<file path="src/bcm_pkg.sv">
// Purpose: Shared constants and types of the branch/call/move execution core
// Assumes: One clock; a machine cycle is two clocks (phase 0 and phase 1)
// Notes:   Opcodes are the instruction encodings; all else is block layout
package bcm_pkg;

  // Opcodes
  localparam logic [7:0] OP_BR_NC     = 8'h50;
  localparam logic [7:0] OP_BR_NZ     = 8'h70;
  localparam logic [7:0] OP_BR_Z      = 8'h60;
  localparam logic [7:0] OP_LONG_SUBROUTINE_CALL     = 8'h12;
  localparam logic [7:0] OP_LONG_UNCONDITIONAL_JUMP      = 8'h02;
  localparam logic [7:0] OP_MOV_A_DIR = 8'he5;
  localparam logic [7:0] OP_MOV_A_IMM = 8'h74;
  localparam logic [7:0] OP_MOV_DIR_A = 8'hf5;
  localparam logic [7:0] OP_MOV_C_BIT = 8'ha2;
  localparam logic [7:0] OP_MOV_BIT_C = 8'h92;
  localparam logic [7:0] OP_LOAD_PTR  = 8'h90;
  localparam logic [7:0] OP_CODE_PTR  = 8'h93;
  localparam logic [7:0] OP_CODE_PC   = 8'h83;
  localparam logic [7:0] OP_XRD_PTR   = 8'he0;
  localparam logic [7:0] OP_XWR_PTR   = 8'hf0;
  // Upper five bits of the register-select forms
  localparam logic [4:0] OP5_MOV_A_RN   = 5'h1d;
  localparam logic [4:0] OP5_MOV_RN_A   = 5'h1f;
  localparam logic [4:0] OP5_MOV_RN_IMM = 5'h0f;

  // Direct addresses with special handling
  localparam logic [7:0] ACC_DIR_ADDR  = 8'he0;
  localparam logic [7:0] HIGH_PORT_DIR = 8'ha0;

  // Reset values
  localparam logic [15:0] PC_RESET     = 16'h0000;
  localparam logic [7:0]  SP_RESET     = 8'h07;
  localparam logic [7:0]  HI_SFR_RESET = 8'hff;

  // Fixed sizes
  localparam logic [15:0] LEN_BRANCH = 16'h0002;
  localparam logic [15:0] LEN_LONG   = 16'h0003;

  typedef enum logic [2:0] {
    ST_EXEC   = 3'b001,
    ST_SECOND = 3'b010,
    ST_HOLD   = 3'b100
  } bcm_state_e;

  typedef enum logic [2:0] {
    XS_IDLE = 3'b001,
    XS_ADDR = 3'b010,
    XS_DATA = 3'b100
  } bcm_xstep_e;

endpackage

</file>
<file path="src/bcm_xfer_if.sv">
// Purpose: Carrier between the execution core and the external port sequencer
// Assumes: Core holds addr, wdata and hi_sfr steady through a transfer
// Notes:   rdata is the low port input, valid while the read strobe is low
`timescale 1ns/1ps
interface bcm_xfer_if;
  logic        start;
  logic        write;
  logic        wide;
  logic [15:0] addr;
  logic [7:0]  wdata;
  logic [7:0]  hi_sfr;
  logic [7:0]  rdata;
  modport core (output start, write, wide, addr, wdata, hi_sfr, input rdata);
  modport port (input start, write, wide, addr, wdata, hi_sfr, output rdata);
endinterface

</file>
<file path="src/bcm_xport.sv">
// Purpose: External data move sequencer on the multiplexed low port
// Assumes: start is a one-clock pulse at phase 1 of the first machine cycle
// Notes:   Address phase one clock, strobe phase one clock
`timescale 1ns/1ps
module bcm_xport (
  // Clock and reset
  input  wire logic       clk_in,
  input  wire logic       rst_in,
  // Core side
  bcm_xfer_if.port        x,
  // Pins
  input  wire logic [7:0] low_port_in,
  output logic      [7:0] low_port_out,
  output logic            low_port_oe_out,
  output logic      [7:0] high_port_out,
  output logic            ale_out,
  output logic            rd_n_out,
  output logic            wr_n_out
);

  typedef struct packed {
    bcm_pkg::bcm_xstep_e step;
    logic                write;
    logic                wide;
    logic                ale;
    logic                rd_n;
    logic                wr_n;
    logic [7:0]          lo;
    logic                lo_oe;
    logic [7:0]          hi;
  } bcm_xport_s;

  bcm_xport_s r;
  bcm_xport_s next_r;

  assign x.rdata = low_port_in;

  always_comb begin
    next_r     = r;
    next_r.ale = 1'b0;
    case (r.step)
      bcm_pkg::XS_IDLE: begin
        next_r.rd_n  = 1'b1;
        next_r.wr_n  = 1'b1;
        next_r.lo_oe = 1'b0;
        if (x.start) begin
          // Low address byte shares the port with data
          next_r.step  = bcm_pkg::XS_ADDR;
          next_r.ale   = 1'b1;
          next_r.write = x.write;
          next_r.wide  = x.wide;
          next_r.lo    = x.addr[7:0];
          next_r.lo_oe = 1'b1;
        end
      end
      bcm_pkg::XS_ADDR: begin
        // Exactly one byte moves per transfer
        next_r.step  = bcm_pkg::XS_DATA;
        next_r.rd_n  = r.write;
        next_r.wr_n  = ~r.write;
        next_r.lo    = x.wdata;
        next_r.lo_oe = r.write;
      end
      bcm_pkg::XS_DATA: begin
        next_r.step  = bcm_pkg::XS_IDLE;
        next_r.rd_n  = 1'b1;
        next_r.wr_n  = 1'b1;
        next_r.lo_oe = 1'b0;
      end
      default: begin
        next_r.step = bcm_pkg::XS_IDLE;
      end
    endcase
    // Pointer high byte on the pins, latch value elsewhere
    if (next_r.step != bcm_pkg::XS_IDLE && next_r.wide) begin
      next_r.hi = x.addr[15:8];
    end else begin
      next_r.hi = x.hi_sfr;
    end
  end

  always_ff @(posedge clk_in) begin
    if (rst_in) begin
      r <= '{step: bcm_pkg::XS_IDLE, write: 1'b0, wide: 1'b0, ale: 1'b0,
             rd_n: 1'b1, wr_n: 1'b1, lo: 8'h00, lo_oe: 1'b0,
             hi: bcm_pkg::HI_SFR_RESET};
    end else begin
      r <= next_r;
    end
  end

  assign low_port_out    = r.lo;
  assign low_port_oe_out = r.lo_oe;
  assign high_port_out   = r.hi;
  assign ale_out         = r.ale;
  assign rd_n_out        = r.rd_n;
  assign wr_n_out        = r.wr_n;

endmodule

</file>
<file path="src/bcm_core.sv">
// Purpose: Execution core for branches, long call/jump, moves, table and external reads
// Assumes: code_data_in holds the three bytes at code_addr_out, same clock
// Notes:   Machine cycle is two clocks; phase 0 latches, phase 1 executes
`timescale 1ns/1ps
module bcm_core (
  // Clock and reset
  input  wire logic        clk_in,
  input  wire logic        rst_in,
  // Program memory window
  output logic      [15:0] code_addr_out,
  input  wire logic [23:0] code_data_in,
  // Direct byte space
  output logic      [7:0]  dir_addr_out,
  input  wire logic [7:0]  dir_rdata_in,
  output logic             dir_we_out,
  output logic      [7:0]  dir_wdata_out,
  // Bit space
  output logic      [7:0]  bit_addr_out,
  input  wire logic        bit_rdata_in,
  output logic             bit_we_out,
  output logic             bit_wdata_out,
  // Stack writes
  output logic             stk_we_out,
  output logic      [7:0]  stk_addr_out,
  output logic      [7:0]  stk_wdata_out,
  // External data pins
  input  wire logic [7:0]  low_port_in,
  output logic      [7:0]  low_port_out,
  output logic             low_port_oe_out,
  output logic      [7:0]  high_port_out,
  output logic             ale_out,
  output logic             rd_n_out,
  output logic             wr_n_out,
  // State view
  output logic      [15:0] pc_out,
  output logic      [7:0]  acc_out,
  output logic             carry_out,
  output logic      [7:0]  sp_out,
  output logic      [15:0] pointer16_out,
  output logic             illegal_out
);

  typedef struct packed {
    logic                ph;
    bcm_pkg::bcm_state_e st;
    logic [15:0]         pc;
    logic [7:0]          acc;
    logic                cy;
    logic [7:0]          sp;
    logic [15:0]         ptr;
    logic [7:0][7:0]     regs;
    logic [7:0]          hi_sfr;
    logic [7:0]          op;
    logic [7:0]          b2;
    logic [7:0]          b3;
    logic [15:0]         code_addr;
    logic [7:0]          dir_addr;
    logic                dir_we;
    logic [7:0]          dir_wdata;
    logic                bit_we;
    logic                bit_wdata;
    logic                stk_we;
    logic [7:0]          stk_addr;
    logic [7:0]          stk_wdata;
    logic                xs;
    logic                xw;
    logic                xwide;
    logic [15:0]         xaddr;
    logic [7:0]          xwdata;
    logic                illegal;
  } bcm_core_s;

  bcm_core_s   r;
  bcm_core_s   next_r;
  bcm_xfer_if  xf ();

  logic [15:0] rel16;
  logic [15:0] ret16;
  logic [15:0] acc16;
  logic [7:0]  rn_val;
  logic [7:0]  c_op;
  logic        c_external_data_move;
  logic        taken;

  assign rel16  = {{8{r.b2[7]}}, r.b2};
  assign ret16  = r.pc + bcm_pkg::LEN_LONG;
  assign acc16  = {8'h00, r.acc};
  assign rn_val = r.regs[r.op[2:0]];
  assign c_op   = code_data_in[7:0];
  assign c_external_data_move = (c_op[7:5] == 3'b111) && (c_op[3:2] == 2'b00) && (c_op[1:0] != 2'b01);
  assign taken  = (r.op == bcm_pkg::OP_BR_NC) ? ~r.cy :
                  (r.op == bcm_pkg::OP_BR_NZ) ? (r.acc != 8'h00) :
                  (r.acc == 8'h00);

  ////////////////////////////////////////////////////////////////////////////
  always_comb begin
    next_r         = r;
    next_r.ph      = ~r.ph;
    next_r.dir_we  = 1'b0;
    next_r.bit_we  = 1'b0;
    next_r.stk_we  = 1'b0;
    next_r.xs      = 1'b0;
    next_r.illegal = 1'b0;
    if (!r.ph) begin
      if (r.st == bcm_pkg::ST_EXEC) begin
        // Latch the window so the direct and bit reads settle by phase 1
        next_r.op       = c_op;
        next_r.b2       = code_data_in[15:8];
        next_r.b3       = code_data_in[23:16];
        next_r.dir_addr = code_data_in[15:8];
        if (c_external_data_move) begin
          // Start early so both bus phases fit in two machine cycles
          next_r.xs     = 1'b1;
          next_r.xw     = c_op[4];
          next_r.xwide  = ~c_op[1];
          next_r.xwdata = r.acc;
          if (!c_op[1]) begin
            next_r.xaddr = r.ptr;
          end else begin
            next_r.xaddr = {r.hi_sfr, r.regs[c_op[0]]};
          end
        end
      end
    end else begin
      case (r.st)
        bcm_pkg::ST_EXEC: begin
          next_r.pc = r.pc + 16'h0001;
          if (r.op == bcm_pkg::OP_BR_NC || r.op == bcm_pkg::OP_BR_NZ ||
              r.op == bcm_pkg::OP_BR_Z) begin
            next_r.pc = r.pc + bcm_pkg::LEN_BRANCH;
            next_r.st = bcm_pkg::ST_SECOND;
          end else if (r.op == bcm_pkg::OP_LONG_SUBROUTINE_CALL) begin
            next_r.pc        = ret16;
            next_r.sp        = r.sp + 8'h01;
            next_r.stk_we    = 1'b1;
            next_r.stk_addr  = r.sp + 8'h01;
            next_r.stk_wdata = ret16[7:0];
            next_r.st        = bcm_pkg::ST_SECOND;
          end else if (r.op == bcm_pkg::OP_LONG_UNCONDITIONAL_JUMP || r.op == bcm_pkg::OP_LOAD_PTR) begin
            next_r.pc = ret16;
            next_r.st = bcm_pkg::ST_SECOND;
          end else if (r.op[7:3] == bcm_pkg::OP5_MOV_A_RN) begin
            next_r.acc = rn_val;
          end else if (r.op[7:3] == bcm_pkg::OP5_MOV_RN_A) begin
            next_r.regs[r.op[2:0]] = r.acc;
          end else if (r.op[7:3] == bcm_pkg::OP5_MOV_RN_IMM) begin
            next_r.pc              = r.pc + bcm_pkg::LEN_BRANCH;
            next_r.regs[r.op[2:0]] = r.b2;
          end else if (r.op == bcm_pkg::OP_MOV_A_IMM) begin
            next_r.pc  = r.pc + bcm_pkg::LEN_BRANCH;
            next_r.acc = r.b2;
          end else if (r.op == bcm_pkg::OP_MOV_A_DIR) begin
            next_r.pc = r.pc + bcm_pkg::LEN_BRANCH;
            if (r.b2 == bcm_pkg::ACC_DIR_ADDR) begin
              // Invalid form: flagged, accumulator left alone
              next_r.illegal = 1'b1;
            end else if (r.b2 == bcm_pkg::HIGH_PORT_DIR) begin
              next_r.acc = r.hi_sfr;
            end else begin
              next_r.acc = dir_rdata_in;
            end
          end else if (r.op == bcm_pkg::OP_MOV_DIR_A) begin
            next_r.pc = r.pc + bcm_pkg::LEN_BRANCH;
            if (r.b2 == bcm_pkg::HIGH_PORT_DIR) begin
              next_r.hi_sfr = r.acc;
            end else if (r.b2 != bcm_pkg::ACC_DIR_ADDR) begin
              next_r.dir_we    = 1'b1;
              next_r.dir_wdata = r.acc;
            end
          end else if (r.op == bcm_pkg::OP_MOV_C_BIT) begin
            next_r.pc = r.pc + bcm_pkg::LEN_BRANCH;
            next_r.cy = bit_rdata_in;
          end else if (r.op == bcm_pkg::OP_MOV_BIT_C) begin
            next_r.pc = r.pc + bcm_pkg::LEN_BRANCH;
            next_r.st = bcm_pkg::ST_SECOND;
          end else if (r.op == bcm_pkg::OP_CODE_PTR) begin
            next_r.code_addr = r.ptr + acc16;
            next_r.st        = bcm_pkg::ST_SECOND;
          end else if (r.op == bcm_pkg::OP_CODE_PC) begin
            next_r.code_addr = r.pc + 16'h0001 + acc16;
            next_r.st        = bcm_pkg::ST_SECOND;
          end else if ((r.op[7:5] == 3'b111) && (r.op[3:2] == 2'b00) &&
                       (r.op[1:0] != 2'b01)) begin
            next_r.st = bcm_pkg::ST_SECOND;
          end else begin
            next_r.illegal = 1'b1;
          end
        end
        bcm_pkg::ST_SECOND: begin
          next_r.st = bcm_pkg::ST_EXEC;
          if (r.op == bcm_pkg::OP_LONG_SUBROUTINE_CALL) begin
            next_r.sp        = r.sp + 8'h01;
            next_r.stk_we    = 1'b1;
            next_r.stk_addr  = r.sp + 8'h01;
            next_r.stk_wdata = r.pc[15:8];
            next_r.pc        = {r.b2, r.b3};
          end else if (r.op == bcm_pkg::OP_LONG_UNCONDITIONAL_JUMP) begin
            next_r.pc = {r.b2, r.b3};
          end else if (r.op == bcm_pkg::OP_LOAD_PTR) begin
            next_r.ptr = {r.b2, r.b3};
          end else if (r.op == bcm_pkg::OP_MOV_BIT_C) begin
            next_r.bit_we    = 1'b1;
            next_r.bit_wdata = r.cy;
          end else if (r.op == bcm_pkg::OP_CODE_PTR || r.op == bcm_pkg::OP_CODE_PC) begin
            next_r.acc = code_data_in[7:0];
          end else if (r.op[7:4] == 4'he) begin
            next_r.acc = xf.rdata;
          end else if (taken) begin
            next_r.pc = r.pc + rel16;
          end
        end
        default: begin
          next_r.st = bcm_pkg::ST_EXEC;
        end
      endcase
      if (next_r.st == bcm_pkg::ST_EXEC) begin
        next_r.code_addr = next_r.pc;
      end
    end
  end

  always_ff @(posedge clk_in) begin
    if (rst_in) begin
      r           <= '0;
      r.st        <= bcm_pkg::ST_EXEC;
      r.pc        <= bcm_pkg::PC_RESET;
      r.code_addr <= bcm_pkg::PC_RESET;
      r.sp        <= bcm_pkg::SP_RESET;
      r.hi_sfr    <= bcm_pkg::HI_SFR_RESET;
    end else begin
      r <= next_r;
    end
  end

  ////////////////////////////////////////////////////////////////////////////
  assign xf.start  = r.xs;
  assign xf.write  = r.xw;
  assign xf.wide   = r.xwide;
  assign xf.addr   = r.xaddr;
  assign xf.wdata  = r.xwdata;
  assign xf.hi_sfr = r.hi_sfr;

  bcm_xport u_xport (
    .clk_in          (clk_in),
    .rst_in          (rst_in),
    .x               (xf.port),
    .low_port_in     (low_port_in),
    .low_port_out    (low_port_out),
    .low_port_oe_out (low_port_oe_out),
    .high_port_out   (high_port_out),
    .ale_out         (ale_out),
    .rd_n_out        (rd_n_out),
    .wr_n_out        (wr_n_out)
  );

  assign code_addr_out = r.code_addr;
  assign dir_addr_out  = r.dir_addr;
  assign dir_we_out    = r.dir_we;
  assign dir_wdata_out = r.dir_wdata;
  assign bit_addr_out  = r.dir_addr;
  assign bit_we_out    = r.bit_we;
  assign bit_wdata_out = r.bit_wdata;
  assign stk_we_out    = r.stk_we;
  assign stk_addr_out  = r.stk_addr;
  assign stk_wdata_out = r.stk_wdata;
  assign pc_out        = r.pc;
  assign acc_out       = r.acc;
  assign carry_out     = r.cy;
  assign sp_out        = r.sp;
  assign pointer16_out = r.ptr;
  assign illegal_out   = r.illegal;

  ////////////////////////////////////////////////////////////////////////////
  logic ex1;
  assign ex1 = r.ph && (r.st == bcm_pkg::ST_EXEC);
endmodule

</file>
<file path="config.mk">
export PLATFORM = sky130hd
export DESIGN_NAME = bcm_core
export DESIGN_NICKNAME = d
export VERILOG_FILES = /design/src/bcm_pkg.sv /design/src/bcm_xfer_if.sv /design/src/bcm_xport.sv /design/src/bcm_core.sv
export SDC_FILE = /design/constraint.sdc
export NUM_CORES = 1
export LEC_CHECK = 0
export ABC_CLOCK_PERIOD_IN_PS = 8370
export BUFFER_PORTS_ARGS = -buffer_cell sky130_fd_sc_hd__clkbuf_2
export CORE_MARGIN = 2
export CORE_UTILIZATION = 50
export DETAILED_ROUTE_END_ITERATION = 8
export PLACE_DENSITY = 0.77
export SETUP_SLACK_MARGIN = 0.2
export SLEW_MARGIN = 20
export SYNTH_ARGS = -nofsm -noshare
export SYNTH_HDL_FRONTEND = slang
export SYNTH_SLANG_ARGS = --single-unit
</file>
<file path="constraint.sdc">
create_clock -name clk_in -period 8.37 [get_ports clk_in]
set_input_delay 0.837 -clock clk_in [delete_from_list [all_inputs] [get_ports clk_in]]
set_output_delay 0.837 -clock clk_in [all_outputs]
set_load 0.01 [all_outputs]
</file>
Yosys cells after proc, flatten, opt, wreduce, memory -nomap -nowiden
Cells that the tools add are included.

Output and inout port bits: 130. Flip-flop bits (word level): 246. Bits of input ports: 43. Logic and storage cells: 271.

Add/subtract/negate cells: 7. Muxes and demuxes: 101. $lt $le $gt $ge: 3. Equality and inequality tests: 57. Bitwise logic cells: 19. Reduce and logical (&&, ||, !) cells: 42.

Operators with widths (number): $mux W16 (26); $bwmux W64 (2); $mux W64 (2); $mux W8 (14); $mux W24 (4); $mux W19 (4); $eq A8 B8 Y1 const B (9); $mux W17 (4); $pmux W24 S2 (1); $mux W9 (5); $pmux W17 S2 (1); $mux W3 (11); $add A16 B2 Y16 const B (2); $add A16 B8 Y16 (2); $eq A8 B7 Y1 const B (4); $pmux W8 S2 (2); $mux W28 (1); $reduce_and A14 Y1 (2); $mux W27 (1); $ne A2 B1 Y1 const B (13); $bmux W8 S3 (1); $demux W8 S3 (1); $reduce_and A12 Y1 (2); $ne A2 B2 Y1 const B (10); other kinds (43) (105).

Longest topological paths before layout
Gate-level depths: netlist of run 1.

Depth in word-level cells: 22. Depth in mapped cells: 18. Gate-level depth less buffers: 14.

Cells and area by module
A second synthesis of run 1 with hierarchy kept.

Cells, all modules: 1791. Area total of the unflattened synthesis: 14815.5 µm².

Modules (own cells, without submodules): bcm_core (cells each 1656, seq. area each 4424.2 µm², area each 13605.5 µm², times used 1); bcm_xport (cells each 135, seq. area each 500.5 µm², area each 1209.9 µm², times used 1).

Worst setup path before layout of run 1
Ideal clock, no wire load.

Path kind: reg-to-reg. Start point: register r[98] (netlist name). End point: register r (netlist bit code_addr_out[10]). Stages on the path, launching flop included: 19. Arrival: 3.730 ns. Data required time: 8.236 ns. Path slack: 4.506 ns. Clock period less this slack: 3.864 ns. Setup time: 0.134 ns. Path buffers: 4. Cells stage by stage: dfxtp_1 -> buf_6 -> or3b_1 -> buf_2 -> or4_4 -> buf_6 -> buf_1 -> nor2_1 -> a21oi_1 -> ha_1 -> fa_1 -> a21o_1 -> a21oi_1 -> o21bai_1 -> nand4_1 -> xor2_1 -> nor2_1 -> a2111oi_2 -> a2111oi_2.

Cells in the longest elaborated chain, start to end: 22. Elaborated cells between the ends (all ways): 82. Classes of those cells: eq/ne (25); mux (47); reduce/logical (10).

RTL lines: start: declaration (line bcm_core.sv:73) `bcm_core_s r;`; start signal: assignment (line bcm_core.sv:231) `r <= next_r;`; $logic_not A2 Y1 (line bcm_core.sv:182) `end else if ((r.op[7:5] == 3'b111) && (r.op[3:2] == 2'b00) &&`; $logic_and A1 B1 Y1 (2 in series) (line bcm_core.sv:182); $mux W3 (line bcm_core.sv:182); $mux W3 (line bcm_core.sv:179) `end else if (r.op == bcm_pkg::OP_CODE_PC) begin`; $mux W3 (line bcm_core.sv:176) `end else if (r.op == bcm_pkg::OP_CODE_PTR) begin`; $mux W3 (line bcm_core.sv:173) `end else if (r.op == bcm_pkg::OP_MOV_BIT_C) begin`; $mux W3 (line bcm_core.sv:170) `end else if (r.op == bcm_pkg::OP_MOV_C_BIT) begin`; $mux W3 (line bcm_core.sv:162) `end else if (r.op == bcm_pkg::OP_MOV_DIR_A) begin`; [... 5 more ...]; $mux W19 (line bcm_core.sv:139) `end else if (r.op == bcm_pkg::OP_LONG_UNCONDITIONAL_JUMP || r.op == bcm_pkg::OP_LOAD_PTR) begin`; $mux W19 (line bcm_core.sv:132) `end else if (r.op == bcm_pkg::OP_LONG_SUBROUTINE_CALL) begin`; $mux W19 (line bcm_core.sv:128) `if (r.op == bcm_pkg::OP_BR_NC || r.op == bcm_pkg::OP_BR_NZ ||`; $mux W3 (line bcm_core.sv:125) `case (r.st)`; $mux W3 (line bcm_core.sv:104) `if (!r.ph) begin`; $eq A3 B1 Y1 (line bcm_core.sv:216) `if (next_r.st == bcm_pkg::ST_EXEC) begin`; $ne A2 B1 Y1 (no source line), or another cell as far along; $reduce_and A14 Y1 (no source line).

Parallel ways exist; a longest one is shown, timed or not. The select of a mux whose other input is x is not followed. A chain may end at the register's enable or synchronous reset.

Final worst setup path of run 1
Ends and elaborated chain as after synthesis.

==> impl_metrics.json, run 1 <==
{
  "fin_skew_ns": 0.0191,
  "maxCapViolCount": 0,
  "post-dp-hpwl_um": 35100,
  "cts_tree": "built",
  "worstRegToRegCells": 14,
  "tns_ns": 0,
  "p_per_area_nw_per_um2": 187,
  "syn_area_um2": 14600,
  "slew_headroom_pct": 28.0,
  "worst_slew_pin_slew_ns": 1.08,
  "root_buffer": "clkbuf_16",
  "setup_violations": 0,
  "antennaDiodeCount": 0,
  "vias": 13900,
  "grt_pass1_vias": 12800,
  "fin_crit_ns": 4.23,
  "holdPathStages": 2,
  "cts-hold-fix-buffers": 0,
  "start_util_pct": 50.9,
  "period_share_pct": 50.5,
  "worstSetupEndpointType": "flop",
  "clock-sinks": 246,
  "maxSlewViolCount": 0,
  "placed_cells": 2156,
  "finalPower_mw": 2.94,
  "drt_first_pass_iters": 6,
  "grt-ovfl-total": 0,
  "drive_gt1_share_pct": 16.3,
  "layout_commonest_cell": "dfxtp_1",
  "drt-wirelength-per-cell_um": 22.3,
  "post-route-cell-area_um2": 15700,
  "critical_path_class": "reg -> reg",
  "r2r-end": "code_addr_out[10]",
  "cts_buffer_depth": 3,
  "cts_buffers": 27,
  "peakVddDrop_mv": 0.134,
  "hold_viol_final": 0,
  "nNetsFinal": 1875,
  "ff2ff_setup_slack_ns": 4.14,
  "yosysSeqAreaShare_pct": 33.6,
  "grt_max_degree": 124,
  "wirelength_um": 49200,
  "p_leak_nw": 6.17,
  "die_x_um": 175,
  "drcViolationCount": 0,
  "arrival_ns": 4.62,
  "fin_ws_ns": 4.14,
  "port_buffers": 172,
  "ios": 173,
  "fin_cells": 2204,
  "path_max_fanout": 20,
  "grt_pass1_wl_um": 75600,
  "die-area_um2": 30700,
  "final_antenna_net_count": 0,
  "status": "complete, no violations",
  "r2r_start": "r[98]",
  "min_to": "u_xport.r[21]",
  "final_cell_mix": "dfxtp_1 (246), nand2_1 (224), nor2_1 (219)",
  "viasPerCell": 6.31,
  "die-height_um": 175,
  "cts-resized-gates": 0,
  "pre_cts_slack_ns": 4.22,
  "rsz0062_at_grt": "no",
  "crit_required_ns": 8.76,
  "clk_pin_slew_ns": 0.06,
  "postPlaceCellArea_um2": 14800,
  "synth-main-ff-cell": "dfxtp_1",
  "ys_seq_elements": 246,
  "drt_iter0_drc": 1847,
  "postCtsSetupRepairBufs": 0,
  "antenna_found_initial": 3,
  "synth_cell_type_count": 87,
  "max_freq_ghz": 0.237,
  "ys_warn_count": 0,
  "grt_use_total_pct": 31.2,
  "start_kind": "flop",
  "async_flop_share_pct": 0,
  "min_from": "xf.write",
  "area_delta_synth_final_pct": 7.37,
  "globalplace.congestion": 1.00,
  "htree_levels": 1,
  "synth_edf_count": 0,
  "avgSynthCellArea_um2": 8.06,
  "syn_nets": 1891,
  "rows": 62,
  "clk_latency_ns": 0.57,
  "hold_class": "reg -> reg",
  "synthCells": 1817,
  "core_um2": 28800
}
==> where the power goes <==
| group | total (mW) | internal (mW) | leakage, nW | switching [mW] |
|---|---|---|---|---|
| Combinational | 0.456 | 0.152 | 3.74 | 0.305 |
| Clock | 1.23 | 0.704 | 0.440 | 0.522 |
| Sequential | 1.26 | 1.20 | 1.99 | 0.0621 |
| Total | 2.94 | 2.05 | 6.17 | 0.889 |
==> how the worst max path moves through the flow <==
| stage | cells after the start | start | slack (ns) | end |
|---|---|---|---|---|
| after global placement | 14 | r[98] | 4.26 | code_addr_out[10] |
| after detailed placement | 14 | r[98] | 4.22 | code_addr_out[10] |
| final | 14 | r[98] | 4.14 | code_addr_out[10] |
| after global routing | 14 | r[98] | 3.87 | code_addr_out[10] |
| after CTS | 14 | r[98] | 4.19 | code_addr_out[10] |
| after floorplan | 18 | r[98] | 4.51 | code_addr_out[10] |
==> logic make-up (layout without fill, tap and decap cells) <==
group           Yosys count  count (layout)  share of synthesized area (%)
mux                     107             107                           8.70
buf+inv                 259             262                           9.95
compound gates          458             458                           20.8
flops                   246             246                           33.6
fa+ha+maj                31              31                           2.75
xor+xnor                 58              58                           3.47
simple gates            658             658                           20.7
==> cell usage after synthesis (4+ instances only) <==
library cell / instances / area, µm²
buf_4: 120 / 901
nor3_1: 19 / 95.1
o21bai_1: 5 / 37.5
nor3b_1: 4 / 30.0
nand4_1: 21 / 131
o311ai_0: 5 / 43.8
o22ai_1: 13 / 81.3
nand2b_1: 7 / 43.8
nand2_1: 224 / 841
a21o_1: 10 / 75.1
ha_1: 29 / 363
a31oi_1: 15 / 93.8
and2_1: 15 / 93.8
and3_1: 24 / 150
a21boi_0: 4 / 30.0
nor2_1: 227 / 852
a22oi_1: 10 / 75.1
buf_2: 10 / 50.1
nor4_1: 17 / 106
or2_2: 6 / 37.5
mux4_2: 16 / 360
or3_1: 8 / 50.1
a311oi_1: 12 / 105
dfxtp_1: 246 / 4920
mux2i_1: 89 / 891
a211oi_1: 105 / 788
nand3_1: 48 / 240
inv_1: 15 / 56.3
a21oi_1: 143 / 716
xnor2_1: 32 / 280
clkbuf_1: 99 / 372
o211ai_1: 15 / 113
and4_1: 4 / 35.0
buf_1: 10 / 37.5
o21a_1: 11 / 82.6
o21ai_0: 53 / 265
o31ai_1: 6 / 45.0
xor2_1: 26 / 228
a32oi_1: 6 / 52.6
==> flip-flops by register name (all words and copies together), names as in the netlist, 5 cells and up <==
signal,cells
r,84
code_addr_out,16
pc_out,16
pointer16_out,16
xf.addr,16
acc_out,8
bit_addr_out,8
dir_wdata_out,8
sp_out,8
stk_addr_out,8
stk_wdata_out,8
u_xport.high_port_out,8
u_xport.low_port_out,8
xf.hi_sfr,8
xf.wdata,8
u_xport.r,5
==> worst max-delay path, stage by stage (launching register included) <==
cell	delay, ns
dfxtp_1	0.56
or3b_1	0.61
or4_4	0.60
nor2_1	0.13
a21oi_1	0.05
ha_1	0.24
fa_1	0.42
a21o_1	0.18
a21oi_1	0.30
o21bai_1	0.16
nand3_2	0.14
nor2_2	0.05
xnor2_1	0.13
a2111oi_2	0.40
a2111oi_2	0.08
==> final cells by class <==
class	count	area [µm²]
fill	2628	13100
inverter	17	63.8
clock inverter	12	145
tap	384	480
timing repair buffer	197	1050
clock buffer	36	759
sequential	246	4920
multi-input combinational	1312	8290
==> per-stage QoR <==
step           utilization [%]  hold slack [ns]
3_3_place_gp              51.4            0.440
6_report                  54.6            0.458
3_5_place_dp              51.4            0.450
4_1_cts                   54.6            0.459
2_1_floorplan                -            0.432
5_1_grt                   54.6            0.469
==> per-layer routing <==
layer | vias to the layer above | global-route usage, % | part of all wire, %
met2 | 797 | 47.5 | 44
met5 | - | 0 | 0.053
met1 | 6591 | 43.5 | 41
li1 | 6387 | - | -
met3 | 139 | 6.24 | 10
met4 | 4 | 11.9 | 4.4
Note: power is estimated with default switching activity, not from simulation.
==> run 2: changes to the inputs <==
--- a/config.mk
+++ b/config.mk
@@ -5,12 +5,13 @@
 export SDC_FILE = /design/constraint.sdc
 export NUM_CORES = 1
 export LEC_CHECK = 0
-export ABC_CLOCK_PERIOD_IN_PS = 8370
+export ABC_AREA = 1
+export ABC_CLOCK_PERIOD_IN_PS = 3600
 export BUFFER_PORTS_ARGS = -buffer_cell sky130_fd_sc_hd__clkbuf_2
 export CORE_MARGIN = 2
 export CORE_UTILIZATION = 50
 export DETAILED_ROUTE_END_ITERATION = 8
-export PLACE_DENSITY = 0.77
+export PLACE_DENSITY = 0.8
 export SETUP_SLACK_MARGIN = 0.2
 export SLEW_MARGIN = 20
 export SYNTH_ARGS = -nofsm -noshare
==> constraint.sdc (replaced) <==
create_clock -name clk_in -period 3.6 [get_ports clk_in]
set_input_delay 0.36 -clock clk_in [delete_from_list [all_inputs] [get_ports clk_in]]
set_output_delay 0.36 -clock clk_in [all_outputs]
set_load 0.01 [all_outputs]
==> impl_metrics.json, run 2 <==
{
  "htree_levels": 1,
  "grt_use_total_pct": 31.5,
  "viasPerCell": 5.85,
  "port_buffers": 172,
  "synthMuxAreaShare_pct": 0,
  "async_flop_share_pct": 0,
  "cts_buffers": 27,
  "die-area_um2": 31300,
  "cts-hold-fix-buffers": 0,
  "wirelength_um": 51300,
  "synth_edf_count": 0,
  "worstSetupEndpointType": "flop",
  "peakVddDrop_mv": 0.347,
  "p_per_area_nw_per_um2": 450,
  "min_to": "r[86]",
  "fin_skew_ns": 0.0218,
  "largest_reg_flops": 84,
  "worstRegToRegCells": 17,
  "synth.top_cell.area_share_pct": 32.9,
  "start_util_pct": 50.6,
  "synth_fa_ha_area_share_pct": 2.70,
  "max_freq_ghz": 0.315,
  "ff2ff_setup_slack_ns": 0.42,
  "fin_crit_ns": 3.18,
  "critical_path_class": "reg -> reg",
  "core_um2": 29600,
  "synth_cell_type_count": 55,
  "layout_commonest_cell": "nand2_1",
  "tns_ns": 0,
  "die_x_um": 177,
  "area_delta_synth_final_pct": 7.72,
  "globalplace.congestion": 1.02,
  "ios": 173,
  "netlist_top_cells_count": "nand2_1 (408), a21oi_1 (253), dfxtp_1 (246)",
  "drcViolationCount": 0,
  "regMostFlops": "r",
  "die-height_um": 177,
  "path_max_fanout": 9,
  "ys_seq_elements": 246,
  "drt_iter0_drc": 1803,
  "synth-main-ff-cell": "dfxtp_1",
  "ys_warn_count": 0,
  "grt_pass1_vias": 13700,
  "syn_area_um2": 14900,
  "rsz0062_at_grt": "yes",
  "clock-sinks": 246,
  "yosysTopAreaCell": "dfxtp_1",
  "yosysMostFrequentCell": "nand2_1",
  "r2r_start": "r[101]",
  "vias": 15400,
  "crit_required_ns": 4.06,
  "yosys-top-cells-area": "dfxtp_1 (33%), nand2_1 (10%), a21oi_1 (8.5%), o21ai_0 (8.2%), buf_4 (6.5%)",
  "cts_tree": "built",
  "drt_first_pass_iters": 9,
  "grt_pass1_wl_um": 77300,
  "final_util_pct": 54.5,
  "drive_gt1_share_pct": 14.7,
  "synth_top_family_by_area": "compound AO/OA/AOI/OAI gates",
  "worst_slew_pin_slew_ns": 0.935,
  "holdPathStages": 3,
  "slew_headroom_pct": 37.3,
  "final_antenna_net_count": 0,
  "p_leak_nw": 7.16,
  "start_kind": "flop",
  "clk_latency_ns": 0.57,
  "grt-ovfl-total": 0,
  "root_buffer": "clkbuf_16",
  "maxSlewViolCount": 0,
  "final_cell_mix": "nand2_1 (408), a21oi_1 (253), o21ai_0 (244), dfxtp_1 (244), inv_1 (208)",
  "arrival_ns": 3.64,
  "grt_max_degree": 76,
  "status": "complete, no violations",
  "hold_class": "in -> reg",
  "synthSimpleGateAreaFrac_pct": 23.1,
  "yosysSeqAreaShare_pct": 32.9,
  "cts_buffer_depth": 3,
  "syn_nets": 2278,
  "setup_violations": 0,
  "synthCells": 2204,
  "antenna_found_initial": 1,
  "finalPower_mw": 7.24,
  "nNetsFinal": 2291,
  "drt-wirelength-per-cell_um": 19.5,
  "post-dp-hpwl_um": 38300,
  "rows": 63,
  "synth_xor_area_share_pct": 2.70,
  "maxCapViolCount": 0,
  "period_share_pct": 88.2,
  "hold_viol_final": 0,
  "clk_pin_slew_ns": 0.06,
  "synth-compound-area-share_pct": 23.4,
  "min_from": "code_data_in[22]",
  "avgSynthCellArea_um2": 6.78,
  "r2r-end": "code_addr_out[14]"
}
## run 2: cell types whose count changed in the layout (fill, tap and decap cells not counted), sizes merged, moves of 16 or more
cell,before,now
a211oi,106,19
inv,18,230
mux4,16,0
mux2i,89,0
nor4,21,4
o21ai,56,277
and3,24,3
nand3,50,120
a21oi,143,254
nor2,229,191
xnor2,32,6
nand2,224,417
o211ai,15,31
## run 2: area by class of cell
cell class	count	area, µm²
diodes	1	2.50
clock buffers	32	724
clock inverters	16	181
fillers	2905	13500
inverters	233	880
multi-input cells	1501	7770
flip-flops and latches	246	4930
well taps	390	488
repair buffers	208	1130
## run 2: kinds of logic (layout without fill, tap and decap cells)
family | after synthesis | count (layout)
buf+inv | 457 | 489
flops | 246 | 246
xor+xnor | 46 | 46
compound gates | 642 | 642
simple gates | 782 | 782
fa+ha+maj | 31 | 31
other cells | 0 | 1
## run 2: per-layer routing
layer  global-route usage, %  wire, µm  vias up
li1                        -         -     7249
met1                    45.1     21600     7071
met2                    46.2     21600      909
met3                    6.29      5990      138
met4                    12.7      2100        0
met5                       0         0        -
## run 2: critical path: stages, from the launching register on
cell and delay (ns):
dfxtp_1 0.42, nor2_2 0.27, nand2_4 0.14, nor2_4 0.28, buf_4 0.17, o21ai_0 0.14, fa_1 0.48, nand3_1 0.09
nand2_1 0.09, a21oi_1 0.22, o21a_1 0.25, nor2_1 0.11, nand3_1 0.08, nand2_1 0.06, nand3_1 0.07, nand2_1 0.05
a21oi_1 0.12, nor2_1 0.05
## run 2: report_power, final
part / total, mW / internal (mW) / switching [mW]
Sequential: 2.95 / 2.81 / 0.137
Combinational: 1.43 / 0.429 / 1.00
Clock: 2.86 / 1.66 / 1.20
## run 2: through the flow
stage / area [µm²] / cells / worst slack (ns) / hold WS (ns)
floorplan: 14900 / 2204 / 0.756 / 0.423
global placement: 15200 / 2575 / 0.496 / 0.430
detailed placement: 15200 / 2575 / 0.329 / 0.436
CTS: 16100 / 2623 / 0.336 / 0.00240
global route: 16100 / 2626 / 0.191 / 0.0247
finish: 16100 / 2627 / 0.424 / 0.00970
## run 2: repair_timing
item,in CTS,in global routing
gates resized for setup,0,5
endpoints found under the setup margin,0,7
endpoints found under the hold margin,0,0
buffers inserted,0,3
## run 2: how the worst max path moves through the flow
stage / start / end / slack, ns
after floorplan: r[100] / code_addr_out[14] / 0.76
after global placement: r[98] / code_addr_out[12] / 0.50
after detailed placement: r[97] / code_addr_out[12] / 0.33
after CTS: r[98] / code_addr_out[12] / 0.34
after global routing: r[103] / code_addr_out[14] / 0.19
final: r[101] / code_addr_out[14] / 0.42
==> run 3: changes to the inputs <==
--- a/config.mk
+++ b/config.mk
@@ -12,6 +12,7 @@
 export CORE_UTILIZATION = 50
 export DETAILED_ROUTE_END_ITERATION = 8
 export PLACE_DENSITY = 0.8
+export REMOVE_ABC_BUFFERS = 1
 export SETUP_SLACK_MARGIN = 0.2
 export SLEW_MARGIN = 20
 export SYNTH_ARGS = -nofsm -noshare
==> impl_metrics.json, run 3 (synthesis gave the netlist of run 2 again) <==
{
  "grt_max_degree": 99,
  "die-height_um": 177,
  "area_delta_synth_final_pct": 8.89,
  "seqCellArea_um2": 4930,
  "drt-wirelength-per-cell_um": 21.3,
  "tns_ns": 0,
  "die_x_um": 177,
  "setup_violations": 0,
  "drt_iter0_drc": 2064,
  "fin_skew_ns": 0.0370,
  "final_antenna_net_count": 0,
  "fin_cells": 2636,
  "cts_buffer_depth": 3,
  "clk_latency_ns": 0.58,
  "cp_num_cells": 18,
  "cts_buffers": 28,
  "p_per_area_nw_per_um2": 463,
  "grt_use_total_pct": 35.1,
  "cp_top_family": "simple AND/OR/NAND/NOR gates",
  "htree_levels": 1,
  "viasPerCell": 5.90,
  "core_um2": 29600,
  "grt_pass1_vias": 14300,
  "p_leak_nw": 7.22,
  "placed_cells": 2581,
  "drcViolationCount": 0,
  "crit_chain": "inv_2, nor2_2, nand2_4, nor2_4, o21ai_0, ha_1, fa_1, nand3_1, nand2_1, a21oi_1, o21a_1, nor2_1, nand3_1, nand2_1, nand3_1, nand2_1, a21oi_1, nor2_1",
  "largest_reg_flops": 84,
  "slew_headroom_pct": 33.5,
  "fin_crit_ns": 3.15,
  "final_util_pct": 55.1,
  "clock-sinks": 246,
  "multiInputGateArea_um2": 7780,
  "grt_pass1_wl_um": 84400,
  "ios": 173,
  "clk_pin_slew_ns": 0.07,
  "peakVddDrop_mv": 0.404,
  "rsz0062_at_grt": "no",
  "globalplace.congestion": 1.01,
  "hold_class": "in -> reg",
  "start_util_pct": 50.6,
  "slowest_stage": "fa_1",
  "regMostFlops": "r",
  "rows": 63,
  "layout_commonest_cell": "nand2_1",
  "status": "complete, no violations",
  "nNetsFinal": 2298,
  "wirelength_um": 56200,
  "final_cell_mix": "nand2_1 (408), a21oi_1 (253), o21ai_0 (245)",
  "drive_gt1_share_pct": 15.0,
  "maxSlewViolCount": 0,
  "post-dp-hpwl_um": 41900,
  "fillers": 2860,
  "root_buffer": "clkbuf_16",
  "crit_required_ns": 4.05,
  "finalPower_mw": 7.54,
  "path_buf_inv": 1,
  "critical_path_class": "reg -> reg",
  "hold_viol_final": 0,
  "worstRegToRegCells": 18,
  "max_freq_ghz": 0.318,
  "die-area_um2": 31300,
  "drt_first_pass_iters": 7,
  "maxCapViolCount": 0,
  "vias": 15600,
  "worstSetupEndpointType": "flop",
  "worst_slew_pin_slew_ns": 0.998,
  "holdPathStages": 3,
  "cts_tree": "built",
  "start_kind": "flop",
  "port_buffers": 172,
  "antenna_found_initial": 1,
  "critical-path-max-stage-delay_ns": 0.42,
  "path_max_fanout": 5,
  "period_share_pct": 87.4,
  "arrival_ns": 3.59,
  "grt-ovfl-total": 0
}
run 3: cell type report:
class,instances,share of cell area (%)
Inverter,233,5.39
Tap cell,390,3.00
Antenna cell,1,0.0154
Multi-Input combinational cell,1502,47.8
Sequential cell,246,30.3
Clock buffer,36,4.86
Timing Repair Buffer,213,7.33
Clock inverter,15,1.35
run 3: power breakdown:
group	total [mW]	leakage (nW)	internal (mW)	switching [mW]
Sequential	2.97	2.00	2.81	0.157
Clock	3.10	0.488	1.85	1.25
Combinational	1.47	4.74	0.437	1.04
run 3: routing by layer:
metal / share of wire [%] / GRT usage, %
met2: 43 / 53.9
met1: 42 / 48.3
met5: 0.021 / 0
met3: 12 / 8.66
met4: 3.2 / 11.2
run 3: final timing paths:
check                        start                end  slack (ns)
setup / recovery            r[103]  code_addr_out[14]        0.45
hold / removal    code_data_in[13]    bit_addr_out[5]        0.01
setup reg to reg            r[103]  code_addr_out[14]        0.45
hold reg to reg             r[143]             r[143]        0.45
run 3: per-stage QoR:
stage / cell area, µm² / hold slack (ns) / worst slack (ns)
after floorplan: 13600 / 0.424 / 0.0496
after global placement: 15200 / 0.430 / 0.523
after detailed placement: 15200 / 0.435 / 0.437
after CTS: 16200 / 0.00896 / 0.401
after global routing: 16300 / 0.0230 / 0.200
final: 16300 / 0.0104 / 0.453
run 3: worst reg2reg max path: cells and delay by family (launching register included):
kind	cells	cell delay, ns
flip-flops	1	0.41
adder cells (fa/ha/maj)	2	0.64
AO/OA/AOI/OAI	4	0.71
AND/OR/NAND/NOR	11	1.21
buffers and inverters	1	0.06
run 3: what timing repair did:
action | 4_1_cts | 5_1_grt
hold buffers | 0 | 0
setup buffers | 0 | 2
resized for setup | 0 | 3
setup endpoints to repair | 0 | 7
hold endpoints to repair | 0 | 0
